$ cat src/design/sleep_mask_params.svh
// offsets, reset values and field positions of the sleep-state mask registers
// assumes inclusion by bare name from the block
`ifndef SLEEP_MASK_PARAMS_SVH
`define SLEEP_MASK_PARAMS_SVH

`define OFS_SLEEP_CTRL 8'hE4
`define OFS_S1_INPUT_MASK 8'hE5
`define OFS_S1_FAN_MASK 8'hE6
`define OFS_S3_INPUT_MASK 8'hE7
`define OFS_S3_FAN_MASK 8'hE8
`define OFS_S45_INPUT_MASK 8'hEA
`define OFS_STD_INPUT_MASK 8'hEC

`define RST_SLEEP_CTRL 8'h07
`define RST_INPUT_MASK 8'hFF
`define RST_FAN_MASK 4'hF

`define SLEEP_FIELD_MSB 1
`define SLEEP_FIELD_LSB 0
`define SLEEP_RES_MSB 7
`define SLEEP_RES_LSB 2
`define FAN_RES_ZERO 4'h0
`define READ_UNMAPPED 8'h00
`define SLEEP_RES_READ 6'h01
`define RST_SLEEP_FIELD 2'h3
`define FAN_MASK_MSB 3
`define FAN_MASK_LSB 0

`endif

$ cat src/design/sleep_mask_pkg.sv
// types shared by the sleep-state mask block and its bench
// assumes sleep_mask_params.svh on the include path
package sleep_mask_pkg;
  typedef enum logic [1:0] {
    SLEEP_S0 = 2'b00,
    SLEEP_S1 = 2'b01,
    SLEEP_S3 = 2'b10,
    SLEEP_S45 = 2'b11
  } sleep_state_t;
endpackage

$ cat src/design/sleep_state_error_masking.sv
// sleep-state register bank and error-event masking for inputs and fan pulses
// assumes a register port fed by the serial management slave on sys_clk,
// and error events arriving as same-clock pulses from the status logic
//
// What this block does
// - sleep-state field selects which masks apply
// - in S1 mask input n by bit n
// - in S1 mask fan k by bit k
// - S1 input mask read/write, resets all ones
// - S1 fan mask resets 0Fh, upper bits zero
// - in S3 mask inputs by S3 mask
// - in S4/5 mask inputs by S4/5 mask
// - standard input mask always suppresses errors
`include "sleep_mask_params.svh"

module sleep_state_error_masking #(
  parameter int NUM_INPUTS = 8,
  parameter int NUM_FANS = 4
) (
  input wire logic sys_clk,
  input wire logic rst_n,
  input wire logic [7:0] reg_addr,
  input wire logic reg_wr,
  input wire logic [7:0] reg_wdata,
  input wire logic reg_rd,
  output logic [7:0] reg_rdata,
  input wire logic force_s45_req,
  input wire logic [NUM_INPUTS-1:0] input_err_evt,
  input wire logic [NUM_FANS-1:0] fan_err_evt,
  output logic [NUM_INPUTS-1:0] input_err_out,
  output logic [NUM_FANS-1:0] fan_err_out,
  output logic [1:0] sleep_state
);

  // the mask registers are byte wide, so other widths cannot be served
  generate
    if (NUM_INPUTS != 8 || NUM_FANS != 4) begin : g_bad_cfg
      $error("mask registers serve exactly 8 inputs and 4 fans");
    end
  endgenerate

  ////////////////////////////////////////////////////////////////////////////
  // pin synchroniser for the forcing indication
  // edge, not level: software may rewrite the field while the pin stays high

  logic force_meta_r, force_meta_nxt;
  logic force_sync_r, force_sync_nxt;
  logic force_prev_r, force_prev_nxt;

  always_comb begin
    force_meta_nxt = force_s45_req;
    force_sync_nxt = force_meta_r;
    force_prev_nxt = force_sync_r;
  end

  always_ff @(posedge sys_clk or negedge rst_n) begin
    if (!rst_n) begin
      force_meta_r <= 1'b0;
      force_sync_r <= 1'b0;
      force_prev_r <= 1'b0;
    end else begin
      force_meta_r <= force_meta_nxt;
      force_sync_r <= force_sync_nxt;
      force_prev_r <= force_prev_nxt;
    end
  end

  // three edges from pin rise to the field change
  logic force_rise;
  assign force_rise = force_sync_r & ~force_prev_r;

  ////////////////////////////////////////////////////////////////////////////
  // register bank

  sleep_mask_pkg::sleep_state_t sleep_r, sleep_nxt;
  logic [7:0] s1_input_mask_r, s1_input_mask_nxt;
  logic [3:0] s1_fan_mask_r, s1_fan_mask_nxt;
  logic [7:0] s3_input_mask_r, s3_input_mask_nxt;
  logic [3:0] s3_fan_mask_r, s3_fan_mask_nxt;
  logic [7:0] s45_input_mask_r, s45_input_mask_nxt;
  logic [7:0] std_input_mask_r, std_input_mask_nxt;
  logic [7:0] rdata_r, rdata_nxt;
  logic [7:0] rd_mux;

  // unmapped offsets and reserved bits are simply not stored
  always_comb begin
    sleep_nxt = sleep_r;
    s1_input_mask_nxt = s1_input_mask_r;
    s1_fan_mask_nxt = s1_fan_mask_r;
    s3_input_mask_nxt = s3_input_mask_r;
    s3_fan_mask_nxt = s3_fan_mask_r;
    s45_input_mask_nxt = s45_input_mask_r;
    std_input_mask_nxt = std_input_mask_r;
    if (reg_wr) begin
      unique case (reg_addr)
        `OFS_SLEEP_CTRL:
          sleep_nxt = sleep_mask_pkg::sleep_state_t'(reg_wdata[`SLEEP_FIELD_MSB:`SLEEP_FIELD_LSB]);
        `OFS_S1_INPUT_MASK: s1_input_mask_nxt = reg_wdata;
        `OFS_S1_FAN_MASK: s1_fan_mask_nxt = reg_wdata[`FAN_MASK_MSB:`FAN_MASK_LSB];
        `OFS_S3_INPUT_MASK: s3_input_mask_nxt = reg_wdata;
        `OFS_S3_FAN_MASK: s3_fan_mask_nxt = reg_wdata[`FAN_MASK_MSB:`FAN_MASK_LSB];
        `OFS_S45_INPUT_MASK: s45_input_mask_nxt = reg_wdata;
        `OFS_STD_INPUT_MASK: std_input_mask_nxt = reg_wdata;
        default: ;
      endcase
    end
    // hardware forcing wins over a same-cycle software write
    if (force_rise) begin
      sleep_nxt = sleep_mask_pkg::SLEEP_S45;
    end
  end

  ////////////////////////////////////////////////////////////////////////////
  // register read-back

  // read data is latched on the strobe and held for a slow serial shift-out
  always_comb begin
    unique case (reg_addr)
      `OFS_SLEEP_CTRL: rd_mux = {`SLEEP_RES_READ, sleep_r};
      `OFS_S1_INPUT_MASK: rd_mux = s1_input_mask_r;
      `OFS_S1_FAN_MASK: rd_mux = {`FAN_RES_ZERO, s1_fan_mask_r};
      `OFS_S3_INPUT_MASK: rd_mux = s3_input_mask_r;
      `OFS_S3_FAN_MASK: rd_mux = {`FAN_RES_ZERO, s3_fan_mask_r};
      `OFS_S45_INPUT_MASK: rd_mux = s45_input_mask_r;
      `OFS_STD_INPUT_MASK: rd_mux = std_input_mask_r;
      default: rd_mux = `READ_UNMAPPED;
    endcase
    rdata_nxt = rdata_r;
    if (reg_rd) begin
      rdata_nxt = rd_mux;
    end
  end

  always_ff @(posedge sys_clk or negedge rst_n) begin
    if (!rst_n) begin
      // field resets to S4/5, so a cold start masks as in soft-off
      sleep_r <= sleep_mask_pkg::sleep_state_t'(`RST_SLEEP_FIELD);
      s1_input_mask_r <= `RST_INPUT_MASK;
      s1_fan_mask_r <= `RST_FAN_MASK;
      s3_input_mask_r <= `RST_INPUT_MASK;
      s3_fan_mask_r <= `RST_FAN_MASK;
      s45_input_mask_r <= `RST_INPUT_MASK;
      std_input_mask_r <= `RST_INPUT_MASK;
      rdata_r <= `READ_UNMAPPED;
    end else begin
      sleep_r <= sleep_nxt;
      s1_input_mask_r <= s1_input_mask_nxt;
      s1_fan_mask_r <= s1_fan_mask_nxt;
      s3_input_mask_r <= s3_input_mask_nxt;
      s3_fan_mask_r <= s3_fan_mask_nxt;
      s45_input_mask_r <= s45_input_mask_nxt;
      std_input_mask_r <= std_input_mask_nxt;
      rdata_r <= rdata_nxt;
    end
  end

  ////////////////////////////////////////////////////////////////////////////
  // mask selection by sleep state

  logic [7:0] state_input_mask;
  logic [3:0] state_fan_mask;

  // S4/5 has no fan mask register, so fans stay open there
  always_comb begin
    unique case (sleep_r)
      sleep_mask_pkg::SLEEP_S0: begin
        state_input_mask = '0;
        state_fan_mask = '0;
      end
      sleep_mask_pkg::SLEEP_S1: begin
        state_input_mask = s1_input_mask_r;
        state_fan_mask = s1_fan_mask_r;
      end
      sleep_mask_pkg::SLEEP_S3: begin
        state_input_mask = s3_input_mask_r;
        state_fan_mask = s3_fan_mask_r;
      end
      sleep_mask_pkg::SLEEP_S45: begin
        state_input_mask = s45_input_mask_r;
        state_fan_mask = '0;
      end
    endcase
  end

  ////////////////////////////////////////////////////////////////////////////
  // per-channel event gating

  logic [NUM_INPUTS-1:0] input_out_r, input_out_nxt;
  logic [NUM_FANS-1:0] fan_out_r, fan_out_nxt;
  // standard mask sits outside the state select and applies in every state
  // outputs are registered, so an unmasked event shows one cycle late

  genvar gi;
  generate
    for (gi = 0; gi < NUM_INPUTS; gi++) begin : g_input
      always_comb begin
        input_out_nxt[gi] = input_err_evt[gi] & ~state_input_mask[gi] & ~std_input_mask_r[gi];
      end
    end
    for (gi = 0; gi < NUM_FANS; gi++) begin : g_fan
      always_comb begin
        fan_out_nxt[gi] = fan_err_evt[gi] & ~state_fan_mask[gi];
      end
    end
  endgenerate

  always_ff @(posedge sys_clk or negedge rst_n) begin
    if (!rst_n) begin
      input_out_r <= '0;
      fan_out_r <= '0;
    end else begin
      input_out_r <= input_out_nxt;
      fan_out_r <= fan_out_nxt;
    end
  end

  assign input_err_out = input_out_r;
  assign fan_err_out = fan_out_r;
  assign sleep_state = sleep_r;
  assign reg_rdata = rdata_r;

endmodule

$ cat config.mk
export PLATFORM = sky130hd
export DESIGN_NAME = sleep_state_error_masking
export DESIGN_NICKNAME = d
export VERILOG_FILES = /design/src/design/sleep_mask_pkg.sv /design/src/design/sleep_state_error_masking.sv
export VERILOG_INCLUDE_DIRS = /design/src /design/src/design
export SDC_FILE = /design/constraint.sdc
export NUM_CORES = 1
export LEC_CHECK = 0
export BUFFER_PORTS_ARGS = -buffer_cell sky130_fd_sc_hd__buf_2
export CORE_MARGIN = 1.5
export CORE_UTILIZATION = 60
export DETAILED_ROUTE_END_ITERATION = 16
export GPL_TIMING_DRIVEN = 0
export HOLD_SLACK_MARGIN = 0.1
export PLACE_DENSITY_LB_ADDON = 0.25
export SLEW_MARGIN = 20
export SYNTH_ARGS = -nofsm -noshare
export SYNTH_HDL_FRONTEND = slang
export SYNTH_SLANG_ARGS = --single-unit
export TNS_END_PERCENT = 5
$ cat constraint.sdc
create_clock -name sys_clk -period 2.9 [get_ports sys_clk]
set_clock_uncertainty 0.15 [all_clocks]
set_input_delay 0.29 -clock sys_clk [delete_from_list [all_inputs] [get_ports sys_clk]]
set_output_delay 0.29 -clock sys_clk [all_outputs]
set_load 0.1 [all_outputs]
# After elaboration in Yosys (flattened, before gate mapping)
# Index checks and enable logic that the tools add are counted.
[word_totals]
out_inout_bits = 22
regBits = 65
in_bits = 33
[classes]
n_reduce_logical = 11
muxes = 6
eq_ne = 10
bitwise = 42
[op_table]
columns = ["operator", "n"]
rows = [
  ["== test 8 bit (second input constant)", 7],
  ["one-hot mux 8 bit (7 select lines)", 1],
  ["one-hot mux 8 bit (4 select lines)", 1],
  ["AND 1 bit", 21],
  ["NOT 1 bit", 21],
  ["AND reduction 2 bit", 7],
  ["one-hot mux 4 bit (3 select lines)", 1],
  ["2-to-1 mux 2 bit", 3],
  ["== test 2 bit (second input constant)", 2],
  ["nonzero test 2 bit", 2],
  ["== test 2 x 1 -> 1 bit (second input constant)", 1],
  ["logical NOT 2 bit", 1],
  ["OR reduction 2 bit", 1],
]

# Depth between registers and ports, before layout
[logic_depth]
depth_word = 5
ltp_mapped = 6
ltp_nobuf = 4

# Worst setup path before layout
# OpenSTA, ideal clock, no wires.
[synth_timing]
kind = "register to register"
startpoint = "reg sleep_r[0], in the netlist sleep_state[0]"
endpoint = "reg input_out_r[2], in the netlist input_err_out[2]"
setup_slack_ns = 0.826
required_ns = 2.646
arrival_ns = 1.821
path_stages_with_launch = 4
setup_ns = 0.104
n_path_buf = 1
path_cell_list = "dfstp_2 -> buf_1 -> mux2_2 -> a221oi_1"
[synth_between]
elab_chain_len = 5
word_cells_on_any_way = 8
[synth_rtl]
columns = ["item", "line", "text"]
rows = [
  ["start, declared", "sleep_state_error_masking.sv:75", "sleep_mask_pkg::sleep_state_t sleep_r, sleep_nxt;"],
  ["start signal, assigned", "sleep_state_error_masking.sv:137", "sleep_r <= sleep_mask_pkg::sleep_state_t'(`RST_SLEEP_FIELD);"],
  ["start signal, assigned", "sleep_state_error_masking.sv:146", "sleep_r <= sleep_nxt;"],
  ["== test 2 bit (tied with other cells)", "sleep_state_error_masking.sv:165", "unique case (sleep_r)"],
  ["one-hot mux 8 bit (4 select lines) (*)", "sleep_state_error_masking.sv:165", ""],
  ["NOT 1 bit (*)", "sleep_state_error_masking.sv:197", "input_out_nxt[gi] = input_err_evt[gi] & ~state_input_mask[gi] & ~std_input_mask_r[gi];"],
  ["AND 1 bit (*) (2 in a row)", "sleep_state_error_masking.sv:197", ""],
  ["via input_out_nxt[2]", "sleep_state_error_masking.sv:188", "logic [NUM_INPUTS-1:0] input_out_r, input_out_nxt;"],
  ["end signal, assigned", "sleep_state_error_masking.sv:212", "input_out_r <= input_out_nxt;"],
  ["end, declared", "sleep_state_error_masking.sv:188", ""],
]
# Mark *: on every way through the listed nets, which the timed path passes. The rest lies on a longest branch.
# A chain may end at the register's enable or synchronous reset.

# Worst setup path in the final report
[layout_timing]
startpoint = "reg sleep_r[0], in the netlist sleep_state[0]"
endpoint = "reg input_out_r[7], in the netlist input_err_out[7]"
# The elaborated chain is that of the path after synthesis.

==> run metrics <==
number of remaining DRC errors 0; Lkg Pwr approximately 1.7 nW; # diodes 0; largest net degree at the start of global routing 66; Post-Syn Instances around 230; Post-Synth XOR/XNOR Area 0; worst-skew pair later-pin latency about 340 ps; via count around 2400; all-layer global routing usage 0.296; Synth Area in Simple Gates 0.108; Hold Buf Count CTS 20; cell area after synthesis just over 3000 um^2; f_max between 0.4 and 0.5 GHz; top cells by area, synth dfstp_2 36%, dfrtp_1 19%, mux2_2 9.5%, mux2_1 8.1%, a221oi_1 3.7%; routability cong. roughly 0.85; Tot Pwr 2.04 mW; number of synthesized flops with an enable pin 0; syn avg cell area between 10 and 15 um^2; clock transition at the registers of the reported paths about 70 ps; Initial Util 0.637; FF+latch area around 1700 um^2; Peak VDD IR 0.362 mV; Overflow after GRT 0; fill count approximately 320; Compound-Gate Fraction of Synth Area 0.117; Top Ports 55; Yosys warnings 0; DIE AREA about 5500 um^2; Syn-to-layout area delta 24.9%; Via density 6.06; Slew headroom 0.462; first-pass GRT wire length 11800 um; max_cap viols 0; DR iter-0 viols approximately 180; synth cell count leaders 42 x dfstp_2, 26 x mux2_2, 23 x dfrtp_1; Syn Nets roughly 260; Final ANT Viol Nets 0; ys async rst share 1.00; type of origin of the critical path register; status finished clean; port bufs 54; crit share post-route 0.751; post-synthesis adder-cell area fraction 0; postcts setup bufs 0; nets@finish roughly 350; Slew Limit Fails 0; layout cells sized above 1 0.470; drt first pass iters 5; Multi-input gate area between 1000 and 1500 um^2; die height around 74 um; synthesized flop and latch total 65; DIE WIDTH 74.5 um; cell taking the most area after synthesis dfstp_2; CTS tree built; drt wl/cell between 15 and 20 um; Period minus WS final between 2000 and 2500 ps; number of cell rows 25; via count of the first global-routing pass approximately 2400; half-perimeter wire length after placement ~4900 um; post-synthesis mux area share 0.202; core area around 4800 um^2; Pwr per Cell Area approximately 530 nW/um^2; largest family of logic cells by synthesized area multiplexers; Max H-tree Level 3; Worst Tran Pin Value roughly 810 ps; RSZ-0062 raised after global routing false; Fin Setup TNS 0 ps; Hold Vio Cnt, Final 0; Synth top area share 0.360; sequential area share after synthesis 0.548; Num CTS Buffers 9; worst hold slack 133 ps; CTS root buffer clkbuf_8; top_reg_cell synth dfstp_2; final wirelength about 7600 um; most frequent cell after synthesis dfstp_2; worst-path fanout max 10; clk buf depth 2; Worst Path Required ~3000 ps; Worst Path Arrival 2250 ps; hold crit path type input port to register; Final Setup Violations 0; clock sinks 65; initial antenna violation count 0; Synth cell types 45; WS Path Type register to register; PostCTS Resize Cnt 0; capturing element type of the critical path register
## flip-flops by register name, summed over array words and instances, names as in the netlist
| signal | flops |
|---|---|
| s1_fan_mask_r | 4 |
| force_meta_r | 1 |
| s45_input_mask_r | 8 |
| fan_err_out | 4 |
| sleep_state | 2 |
| reg_rdata | 8 |
| s1_input_mask_r | 8 |
| input_err_out | 8 |
| std_input_mask_r | 8 |
| force_prev_r | 1 |
| force_prev_nxt | 1 |
| s3_fan_mask_r | 4 |
| s3_input_mask_r | 8 |
## worst paths after layout
path	start	to	slack, ps	cells past startpoint
setup / recovery	sleep_state[0]	input_err_out[7]	720	3
hold / removal	reg_wdata[1]	s3_input_mask_r[1]	130	2
max in group asynchronous	rst_n	input_err_out[1]	1620	2
min in group asynchronous	rst_n	reg_rdata[7]	430	2
hold reg to reg	force_meta_r	force_prev_nxt	200	0
setup reg to reg	sleep_state[0]	input_err_out[7]	720	3
## kinds of logic after synthesis
family	count (synthesis)
AO/OA/AOI/OAI	46
buffers and inverters	14
flip-flops	65
multiplexers	56
AND/OR/NAND/NOR	50
## placed cells by master (no fill, tap or decap), types with 2 or more instances in the layout
cell type,instances
a221o_1,2
a221oi_1,13
nand4_1,2
dlygate4sd3_1,20
inv_1,4
a21oi_1,6
buf_4,2
nand2_2,2
o21ai_0,4
clkbuf_1,4
nor3_1,2
a32o_1,2
a22oi_1,3
buf_6,2
and3_1,3
o2bb2ai_1,4
dfrtp_1,23
nand4b_1,3
dfstp_2,42
clkbuf_8,12
nor2_1,2
nor2b_1,6
a22o_1,3
o22ai_1,3
nand2_1,11
mux2_2,26
nand2b_1,9
buf_2,57
mux2_1,22
mux2i_1,8
## power by group
group / total [mW] / internal, mW / switching (mW)
clock network: 0.801 / 0.467 / 0.334
logic: 0.251 / 0.0903 / 0.160
registers: 0.992 / 0.967 / 0.0253
## layout make-up
class / instances / share of cell area
flip-flops and latches: 65 / 0.438
multi-input cells: 152 / 0.342
repair buffers: 74 / 0.123
clock buffers: 14 / 0.0451
well taps: 67 / 0.0219
plain buffers: 10 / 0.0160
clock inverters: 2 / 0.00914
inverters: 4 / 0.00392
## per-stage QoR
step,util,worst slack (ps),area (um^2),cells
final,0.795,721,3830,388
after global routing,0.795,604,3830,388
after CTS,0.795,724,3830,388
after detailed placement,0.711,743,3420,352
after global placement,0.710,840,3420,352
after floorplan,-,826,3070,231
## critical path, stage by stage, from the launching register on
cell and delay, ps:
dfstp_2 600, buf_1 590, mux2_2 410, a221oi_1 310
## metal layers
layer	vias to the layer above	part of all wire	wire length, um	track usage
met2	102	0.49	3750	0.477
li1	1053	-	-	-
met4	0	0.026	200	0.160
met1	1176	0.42	3190	0.384
met5	-	0	0	0
met3	21	0.063	483	0.0488
Power figures use the tool's default switching activity.
